`src/rxcim_pkg.sv`:
```
package rxcim_pkg;
   localparam int CODE_W = 8;
   localparam int EVT_N = 16;
   localparam int IDX_W = 10;
   localparam int WB_ADR_W = 12;
   localparam int WB_DAT_W = 32;
   localparam int IDX_LSB = 2;
   // register indices; byte address is four times the index
   localparam logic [IDX_W-1:0] IDX_OFFS = 10'h090;
   localparam logic [IDX_W-1:0] IDX_SLOPE = 10'h091;
   localparam logic [IDX_W-1:0] IDX_POS = 10'h092;
   localparam logic [IDX_W-1:0] IDX_NEG = 10'h093;
   localparam logic [IDX_W-1:0] IDX_MASK_AB = 10'h094;
   localparam logic [IDX_W-1:0] IDX_MASK_CD = 10'h095;
   localparam logic [IDX_W-1:0] IDX_LOOP_CFG = 10'h0A0;
   localparam logic [IDX_W-1:0] IDX_STAT_AB = 10'h0A1;
   localparam logic [IDX_W-1:0] IDX_STAT_CD = 10'h0A2;
   // reset values
   localparam logic [CODE_W-1:0] RST_OFFS = 8'h80;
   localparam logic [CODE_W-1:0] RST_SLOPE = 8'h80;
   localparam logic [CODE_W-1:0] RST_POS = 8'h1E;
   localparam logic [CODE_W-1:0] RST_NEG = 8'h23;
   localparam logic [CODE_W-1:0] RST_MASK = 8'h00;
   localparam logic [CODE_W-1:0] RST_LOOP_CFG = 8'h00;
   // field positions
   localparam int RATE_LIMIT_EN_BIT = 0;
   localparam int SLOPE_SHIFT = 7;
   localparam logic [9:0] OFFS_BIAS = 10'h100;
   localparam int CFG_LO = 0;
   localparam int CFG_HI = 8;
   // event order inside a configuration nibble
   localparam int EVT_WAKEUP = 0;
   localparam int EVT_FRAME_SYNC = 1;
   localparam int EVT_ID_FOUND = 2;
   localparam int EVT_END_MSG = 3;
endpackage

```
`src/rxcim_regs.sv`:
```
module rxcim_regs #(
   parameter int RAW_W = 8
) (
   // clock and reset
   input wire logic clock,
   input wire logic rst,
   // wishbone classic slave
   input wire logic wb_cyc_i,
   input wire logic wb_stb_i,
   input wire logic wb_we_i,
   input wire logic [rxcim_pkg::WB_ADR_W-1:0] wb_adr_i,
   input wire logic [3:0] wb_sel_i,
   input wire logic [rxcim_pkg::WB_DAT_W-1:0] wb_dat_i,
   output logic [rxcim_pkg::WB_DAT_W-1:0] wb_dat_o,
   output logic wb_ack_o,
   // receive events, one pulse each, index cfg*4 + event
   input wire logic [rxcim_pkg::EVT_N-1:0] rx_event,
   // strength reading
   input wire logic [RAW_W-1:0] strength_raw,
   output logic signed [RAW_W+2:0] strength_corr,
   // data rate check
   input wire logic signed [8:0] rate_error,
   output logic rate_accept,
   // interrupt
   output logic irq
);
   logic [rxcim_pkg::CODE_W-1:0] offs_q, offs_d;
   logic [rxcim_pkg::CODE_W-1:0] slope_q, slope_d;
   logic [rxcim_pkg::CODE_W-1:0] pos_q, pos_d;
   logic [rxcim_pkg::CODE_W-1:0] neg_q, neg_d;
   logic [rxcim_pkg::CODE_W-1:0] loop_cfg_q, loop_cfg_d;
   logic [rxcim_pkg::EVT_N-1:0] mask_q, mask_d;
   logic [rxcim_pkg::EVT_N-1:0] status_q, status_d;
   logic [rxcim_pkg::EVT_N-1:0] status_clr;
   logic [rxcim_pkg::WB_DAT_W-1:0] dat_q, dat_d;
   logic ack_q, ack_d;
   logic irq_q, irq_d;
   logic accept_q, accept_d;
   logic [rxcim_pkg::IDX_W-1:0] idx;
   logic wr_en;
   logic [rxcim_pkg::CODE_W-1:0] wr_byte;
   logic [rxcim_pkg::CODE_W-1:0] rd_byte;
   logic rate_limit_enable;
   logic signed [9:0] err_ext;
   logic [9:0] err_mag;

   assign wb_dat_o = dat_q;
   assign wb_ack_o = ack_q;
   assign irq = irq_q;
   assign rate_accept = accept_q;
   assign rate_limit_enable = loop_cfg_q[rxcim_pkg::RATE_LIMIT_EN_BIT];

   // bus slave: ack one cycle after the request, write commits at the ack edge
   always_comb begin
      idx = wb_adr_i[rxcim_pkg::IDX_LSB +: rxcim_pkg::IDX_W];
      wr_byte = wb_dat_i[rxcim_pkg::CODE_W-1:0];
      wr_en = wb_cyc_i && wb_stb_i && wb_we_i && ack_q && wb_sel_i[0];
      ack_d = wb_cyc_i && wb_stb_i && !ack_q;
      case (idx)
         rxcim_pkg::IDX_OFFS: rd_byte = offs_q;
         rxcim_pkg::IDX_SLOPE: rd_byte = slope_q;
         rxcim_pkg::IDX_POS: rd_byte = pos_q;
         rxcim_pkg::IDX_NEG: rd_byte = neg_q;
         rxcim_pkg::IDX_MASK_AB: rd_byte = mask_q[rxcim_pkg::CFG_LO +: 8];
         rxcim_pkg::IDX_MASK_CD: rd_byte = mask_q[rxcim_pkg::CFG_HI +: 8];
         rxcim_pkg::IDX_LOOP_CFG: rd_byte = loop_cfg_q;
         rxcim_pkg::IDX_STAT_AB: rd_byte = status_q[rxcim_pkg::CFG_LO +: 8];
         rxcim_pkg::IDX_STAT_CD: rd_byte = status_q[rxcim_pkg::CFG_HI +: 8];
         default: rd_byte = '0;
      endcase
      dat_d = (ack_d && !wb_we_i) ? {24'h000000, rd_byte} : '0;
   end

   // software writable codes and masks
   always_comb begin
      offs_d = offs_q;
      slope_d = slope_q;
      pos_d = pos_q;
      neg_d = neg_q;
      loop_cfg_d = loop_cfg_q;
      mask_d = mask_q;
      status_clr = '0;
      if (wr_en) begin
         case (idx)
            rxcim_pkg::IDX_OFFS: offs_d = wr_byte;
            rxcim_pkg::IDX_SLOPE: slope_d = wr_byte;
            rxcim_pkg::IDX_POS: pos_d = wr_byte;
            rxcim_pkg::IDX_NEG: neg_d = wr_byte;
            rxcim_pkg::IDX_LOOP_CFG: loop_cfg_d = wr_byte;
            rxcim_pkg::IDX_MASK_AB: mask_d[rxcim_pkg::CFG_LO +: 8] = wr_byte;
            rxcim_pkg::IDX_MASK_CD: mask_d[rxcim_pkg::CFG_HI +: 8] = wr_byte;
            rxcim_pkg::IDX_STAT_AB: status_clr[rxcim_pkg::CFG_LO +: 8] = wr_byte;
            rxcim_pkg::IDX_STAT_CD: status_clr[rxcim_pkg::CFG_HI +: 8] = wr_byte;
            default: offs_d = offs_q;
         endcase
      end
   end

   // sticky event flags, one per event and configuration; a new event beats a clear
   for (genvar i = 0; i < rxcim_pkg::EVT_N; i++) begin : g_evt
      always_comb begin
         status_d[i] = rx_event[i] || (status_q[i] && !status_clr[i]);
      end
   end

   // interrupt and rate check
   always_comb begin
      irq_d = |(status_q & ~mask_q);
      err_ext = {rate_error[8], rate_error};
      err_mag = err_ext[9] ? 10'(-err_ext) : 10'(err_ext);
      if (!rate_limit_enable) begin
         accept_d = 1'b1;
      end else if (!err_ext[9]) begin
         accept_d = err_mag <= {2'b00, pos_q};
      end else begin
         accept_d = err_mag <= {2'b00, neg_q};
      end
   end

   always_ff @(posedge clock) begin
      if (rst) begin
         offs_q <= rxcim_pkg::RST_OFFS;
         slope_q <= rxcim_pkg::RST_SLOPE;
         pos_q <= rxcim_pkg::RST_POS;
         neg_q <= rxcim_pkg::RST_NEG;
         loop_cfg_q <= rxcim_pkg::RST_LOOP_CFG;
         mask_q <= {rxcim_pkg::RST_MASK, rxcim_pkg::RST_MASK};
         status_q <= '0;
         dat_q <= '0;
         ack_q <= 1'b0;
         irq_q <= 1'b0;
         accept_q <= 1'b1;
      end else begin
         offs_q <= offs_d;
         slope_q <= slope_d;
         pos_q <= pos_d;
         neg_q <= neg_d;
         loop_cfg_q <= loop_cfg_d;
         mask_q <= mask_d;
         status_q <= status_d;
         dat_q <= dat_d;
         ack_q <= ack_d;
         irq_q <= irq_d;
         accept_q <= accept_d;
      end
   end

   rxcim_strength_corr #(
      .RAW_W(RAW_W)
   ) u_corr (
      .clock(clock),
      .rst(rst),
      .strength_offset_code(offs_q),
      .strength_slope_code(slope_q),
      .strength_raw(strength_raw),
      .strength_corr(strength_corr)
   );

   for (genvar j = 0; j < rxcim_pkg::EVT_N; j++) begin : g_irq_chk

   end
endmodule

```
`src/rxcim_strength_corr.sv`:
```
module rxcim_strength_corr #(
   parameter int RAW_W = 8
) (
   // clock and reset
   input wire logic clock,
   input wire logic rst,
   // codes and raw reading
   input wire logic [rxcim_pkg::CODE_W-1:0] strength_offset_code,
   input wire logic [rxcim_pkg::CODE_W-1:0] strength_slope_code,
   input wire logic [RAW_W-1:0] strength_raw,
   // corrected reading
   output logic signed [RAW_W+2:0] strength_corr
);
   localparam int PROD_W = RAW_W + rxcim_pkg::CODE_W;
   logic [PROD_W-1:0] prod;
   logic [RAW_W:0] scaled;
   logic signed [9:0] offs;
   logic signed [RAW_W+2:0] corr_d;

   always_comb begin
      prod = PROD_W'(strength_raw) * PROD_W'(strength_slope_code);
      scaled = prod[rxcim_pkg::SLOPE_SHIFT +: RAW_W+1];
      offs = $signed({1'b0, strength_offset_code, 1'b0} - rxcim_pkg::OFFS_BIAS);
      corr_d = $signed({2'b00, scaled}) + (RAW_W+3)'(offs);
   end

   always_ff @(posedge clock) begin
      if (rst) begin
         strength_corr <= '0;
      end else begin
         strength_corr <= corr_d;
      end
   end
endmodule
```
`config.mk`:
```
export PLATFORM = sky130hd
export DESIGN_NAME = rxcim_regs
export DESIGN_NICKNAME = d
export VERILOG_FILES = /design/src/rxcim_pkg.sv /design/src/rxcim_regs.sv /design/src/rxcim_strength_corr.sv
export SDC_FILE = /design/constraint.sdc
export NUM_CORES = 1
export LEC_CHECK = 0
export ABC_AREA = 1
export BUFFER_PORTS_ARGS = -buffer_cell sky130_fd_sc_hd__buf_2
export CORE_ASPECT_RATIO = 1.25
export CORE_MARGIN = 2
export CORE_UTILIZATION = 30
export DETAILED_ROUTE_END_ITERATION = 16
export GPL_TIMING_DRIVEN = 0
export PLACE_DENSITY = 0.6
export SKIP_CTS_REPAIR_TIMING = 1
export SLEW_MARGIN = 20
export SYNTH_ARGS = -nofsm -noshare
export SYNTH_HDL_FRONTEND = slang
export SYNTH_HIERARCHICAL = 1
export SYNTH_SLANG_ARGS = --single-unit
export TNS_END_PERCENT = 10
```
`constraint.sdc`:
```
create_clock -name clock -period 11.25 [get_ports clock]
set_input_delay 1.125 -clock clock [delete_from_list [all_inputs] [get_ports clock]]
set_output_delay 1.125 -clock clock [all_outputs]
set_load 0.01 [all_outputs]
```
### Word-level counts from Yosys, hierarchy flattened

Index checks and enable logic that the tools add are counted.
W data, S select, Z words.

* $add $sub $neg: 3
* $mul: 1
* magnitude comparators: 2
* equality and inequality tests: 9
* muxes and demuxes: 6
* bitwise operators: 4
* reductions and logical operators: 66

Operator list (count)
* $eq A10 B8 Y1 const B: 9
* $pmux W8 S9: 1
* $logic_and A1 B1 Y1: 22
* $le A10 B8 Y1: 2
* $logic_not A1 Y1: 18
* $and A16 B16 Y16: 1
* $logic_or A1 B1 Y1: 16
* $mul A8 B8 Y16: 1
* $mux W16: 1
* $mux W8: 2
* $not A16 Y16: 1
* $reduce_or A16 Y1: 1
* $reduce_and A2 Y1: 7
* $add A10 B10 Y11: 1
* $mux W10: 1
* $neg A9 Y10: 1
* $sub A9 B9 Y10 const B: 1
* $reduce_or A2 Y1: 2
* $not A1 Y1: 2
* $mux W1: 1

* bits in registers: 118
* input bits: 86
* output and inout bits: 46
* logic and storage cells: 105

### Logic depth before layout (Yosys ltp)

* depth in word-level cells: 8
* gate-level depth with buffers: 29
* mapped depth without buffers: 28

### By module

The synthesis kept the hierarchy.

By module, submodules not included
* rxcim_regs: times used 1, cells an instance 684, area an instance 4718.3 um2, sequential area each 1661.6 um2
* rxcim_strength_corr: times used 1, cells an instance 446, area an instance 2969.1 um2, sequential area each 220.2 um2

### Worst setup path before layout

Ideal clock, no wire load.

* path type: input to register
* from: input strength_raw[5]
* to: register u_corr.strength_corr[9]
* library setup time: 0.115 ns
* arrival: 5.411 ns
* required time: 11.135 ns
* path slack: 5.724 ns
* stages: 23
* buffers on the path: 1
* cell sequence: clkbuf_1 nand2_1 inv_1 fa_1 inv_1 fa_1 fa_1 fa_1 inv_1 ha_1 a21oi_1 o21ai_0 a21oi_1 xnor2_1 ha_1 inv_1 fa_1 inv_1 nand3_1 nand2_1 nand4_1 a21oi_1 nor2_1

* cells in the longest elaborated chain, start to end: 2

RTL lines
* start: declaration: RTL line rxcim_regs.sv:19 `input wire logic [RAW_W-1:0] strength_raw,`
* $mul A8 B8 Y16: RTL line rxcim_strength_corr.sv:21 `prod = PROD_W'(strength_raw) * PROD_W'(strength_slope_code);`
* $add A10 B10 Y11: RTL line rxcim_strength_corr.sv:24 `corr_d = $signed({2'b00, scaled}) + (RAW_W+3)'(offs);`
* end signal: assignment: RTL line rxcim_strength_corr.sv:31 `strength_corr <= corr_d;`
* end: declaration: RTL line rxcim_strength_corr.sv:12 `output logic signed [RAW_W+2:0] strength_corr`

No other way between the ends.
A chain may end at the register's enable or synchronous reset.

### Worst setup path in the final report

* from: input strength_raw[5]
* to: register u_corr.strength_corr[10]

Same word-level chain as after synthesis.

==> impl_metrics.json <==
{
  "post-route-period-util": 0.5104,
  "yosysUniqueCellTypes": 40,
  "pin_count": 132,
  "cts-htree-levels": 3,
  "cap_violations": 0,
  "seq_area_frac_synth": 0.2448,
  "power_density_nw_per_um2": 86.34,
  "gp_congestion": 0.9517,
  "final-max-slew-violation-count": 0,
  "pwr-share-comb": 0.128,
  "rsz0062_at_grt": "no",
  "vdd_drop_max_mv": 0.06628,
  "grt_first_pass_wirelength_microns": 34150,
  "tightest_slew_ps": 759.8,
  "syn2layout_area_growth_pct": 15.27,
  "setup.worst_path.start_class": "primary input",
  "wl_per_cell_microns": 13.57,
  "clk_pin_slew_ps": 70,
  "maxSlewHeadroom": 0.4935,
  "end_kind": "flop",
  "clock_latency_ps": 360,
  "dpl-instance-area_sq_um": 8553,
  "grt_pass1_vias": 6680,
  "start_util": 0.3049,
  "dp_slack_ps": 5186,
  "n_antenna_cell": 0,
  "synthCells": 1130,
  "cts_tree": "built",
  "power.share.sequential": 0.448,
  "grt_antenna_before_repair": 0,
  "syn_area_sq_um": 7687,
  "period_needed_ps": 5742,
  "die_h_microns": 183.0,
  "p_sw_uw": 213.5,
  "design_area_sq_um": 8861,
  "grt_max_degree": 18,
  "grt_overflow_total": 0,
  "finalWorstSetupSlack_ps": 5508,
  "swShare": 0.2791,
  "vias": 7182,
  "coreArea_sq_um": 25210,
  "cts-root-buf": "clkbuf_16",
  "cts_sinks": 94,
  "dr.pass1.iters": 5,
  "status": "finished, final reports clean",
  "leakage_nw": 4.790,
  "postLayoutCoreUtil": 0.3515,
  "row_count": 65,
  "dpl.hpwl_microns": 17510,
  "die_x_microns": 147.2,
  "dieArea_sq_um": 26930,
  "numCtsBuffers": 9,
  "ys_warn_count": 6,
  "wl_microns": 21390,
  "path_class": "primary input to flop",
  "p_clk_frac": 0.424,
  "postSynthAreaPerCell_sq_um": 6.803,
  "grt_usage": 0.1588,
  "ant_nets": 0,
  "intPower_uw": 551.5,
  "final_nets": 1417,
  "drive_gt1_frac": 0.1410,
  "dr.first_iter.drc_count": 471,
  "crit_fanout": 8,
  "clock_skew_ps": 9.292,
  "ys_seq_elements": 94,
  "finalSetupTns_ps": 0,
  "io_buffers": 72,
  "final-hold-violation-count": 0,
  "setup_viol": 0,
  "drc": 0,
  "fillers": 2803,
  "fmax_ghz": 0.1742,
  "hold_path.class": "flop to flop",
  "clockBufferDepth": 2,
  "critPathArrivalTime_ps": 6030,
  "required_ps": 11540,
  "vias_per_cell": 4.557
}
-- per-layer routing --
| layer | vias up | track usage | wire [microns] |
|---|---|---|---|
| met2 | 198 | 0.2755 | 10340 |
| li1 | 3682 | - | - |
| met5 | - | 0 | 0 |
| met4 | 0 | 0.06885 | 753 |
| met3 | 37 | 0.01592 | 923 |
| met1 | 3265 | 0.2003 | 9370 |
-- kinds of logic (layout without fill, tap and decap cells) --
group | after synthesis | in the layout | share of synthesized area
flops | 94 | 94 | 0.2448
xor+xnor | 8 | 8 | 0.009115
simple gates | 479 | 479 | 0.2699
other cells | 1 | 24 | 0.0004878
fa+ha+maj | 95 | 95 | 0.1898
buf+inv | 291 | 379 | 0.1598
compound gates | 162 | 162 | 0.1261
-- registers in the layout, indices dropped and copies added (netlist names) --
name                  flops
loop_cfg_q                8
u_corr/strength_corr     11
offs_q                    8
rate_accept               1
status_q                 16
wb_dat_o                  8
mask_q                   16
neg_q                     8
pos_q                     8
irq                       1
wb_ack_o                  1
slope_q                   8
-- worst max-delay path, stage by stage --
cell and delay [ps]:
clkbuf_1 340, nand2_1 110, inv_1 90, fa_1 460, fa_1 540, fa_1 500
inv_1 60, fa_1 530, inv_1 40, ha_1 370, a21oi_2 320, o21ai_0 200
inv_1 110, nand2_1 50, nand2_1 50, nand2_1 50, ha_1 350, nand2_1 130
a21oi_1 50, o21ai_0 220, nand3_1 100, nand2_1 70, inv_1 40, nor2_1 110
-- placed cells by master, fill, tap and decap left out, types with 2 or more instances in the layout --
cell,instances
ha_1,59
nor2_1,125
clkbuf_16,9
conb_1,24
o21bai_1,3
dfxtp_1,94
clkinv_4,2
buf_6,3
nand3_1,86
o221ai_1,6
o211ai_1,3
buf_2,79
nor2_4,5
xnor2_1,3
o21ai_0,66
a21oi_2,2
inv_2,8
a21oi_1,58
a211oi_2,11
clkbuf_1,21
nand2_1,227
inv_8,2
fa_1,36
nand4_1,9
inv_1,225
buf_4,28
a211oi_1,6
nor2_2,7
nand2_2,12
xor2_1,5
o21a_1,2
nor3_1,2
-- per-stage QoR --
step	power [mW]	instances	hold WS [ps]
5_1_grt	0.7936	1576	472.2
6_report	0.7650	1576	447.3
3_3_place_gp	0.4465	1560	434.4
4_1_cts	0.7677	1576	448.0
3_5_place_dp	0.4482	1560	437.2
2_1_floorplan	0.4132	1153	423.6
-- power by group through the flow --
stage / Combinational [mW] / Sequential [mW] / Clock, mW
after detailed placement: 0.0978 / 0.350 / 0
after global placement: 0.0962 / 0.350 / 0
after global routing: 0.110 / 0.343 / 0.340
after floorplan: 0.0636 / 0.350 / 0
after CTS: 0.0981 / 0.343 / 0.327
final: 0.0979 / 0.343 / 0.325
-- layout make-up --
class | instances | area [sq um] | area share
buffer | 58 | 354.1 | 0.03996
clock buffer | 10 | 229.0 | 0.02584
clock inverter | 6 | 78.83 | 0.008896
inverter | 233 | 874.6 | 0.09870
multi-input combinational | 768 | 4663 | 0.5263
sequential | 94 | 1882 | 0.2124
tap | 335 | 419.2 | 0.04730
timing repair buffer | 72 | 360.3 | 0.04067
-- synth_stat cells --
library cell,number,area [sq um]
nor2_2,7,43.79
a211oi_1,6,45.04
nor4_4,1,21.27
buf_2,7,35.03
o22ai_1,1,6.260
clkbuf_1,20,75.07
nand2_1,227,852.1
a41oi_1,1,8.760
nand3_1,86,430.4
ha_1,59,738.2
nor2_4,5,56.30
o31ai_1,1,7.510
nand2_2,12,75.07
buf_6,3,33.78
nor2_1,125,469.2
a21oi_2,2,17.52
inv_2,8,30.03
conb_1,1,3.750
nor3_1,2,10.01
dfxtp_1,94,1882
nand4_1,9,56.30
nor2_8,1,20.02
o21bai_1,3,22.52
fa_1,36,720.7
o211ai_1,3,22.52
nand3_2,1,10.01
nand4_2,1,12.51
o21ai_1,1,5.000
xor2_1,5,43.79
nor4_1,1,6.260
a211oi_2,11,137.6
a21oi_1,58,290.3
o21ai_0,66,330.3
inv_1,225,844.6
buf_4,28,210.2
o21a_1,2,15.01
nand2_4,1,11.26
xnor2_1,3,26.28
a22o_1,1,8.760
o221ai_1,6,52.55
-- final timing paths --
check	to	slack, ps	cells after the start	start
max reg2reg	u_corr/strength_corr[10]$_SDFF_PP0_	5890	24	slope_q[2]$_SDFFE_PP0P_
max	u_corr/strength_corr[10]$_SDFF_PP0_	5510	24	strength_raw[5]
min reg2reg	loop_cfg_q[7]$_SDFFE_PP0P_	450	2	loop_cfg_q[7]$_SDFFE_PP0P_
min	loop_cfg_q[7]$_SDFFE_PP0P_	450	2	loop_cfg_q[7]$_SDFFE_PP0P_
(Power assumes the default switching activity.)
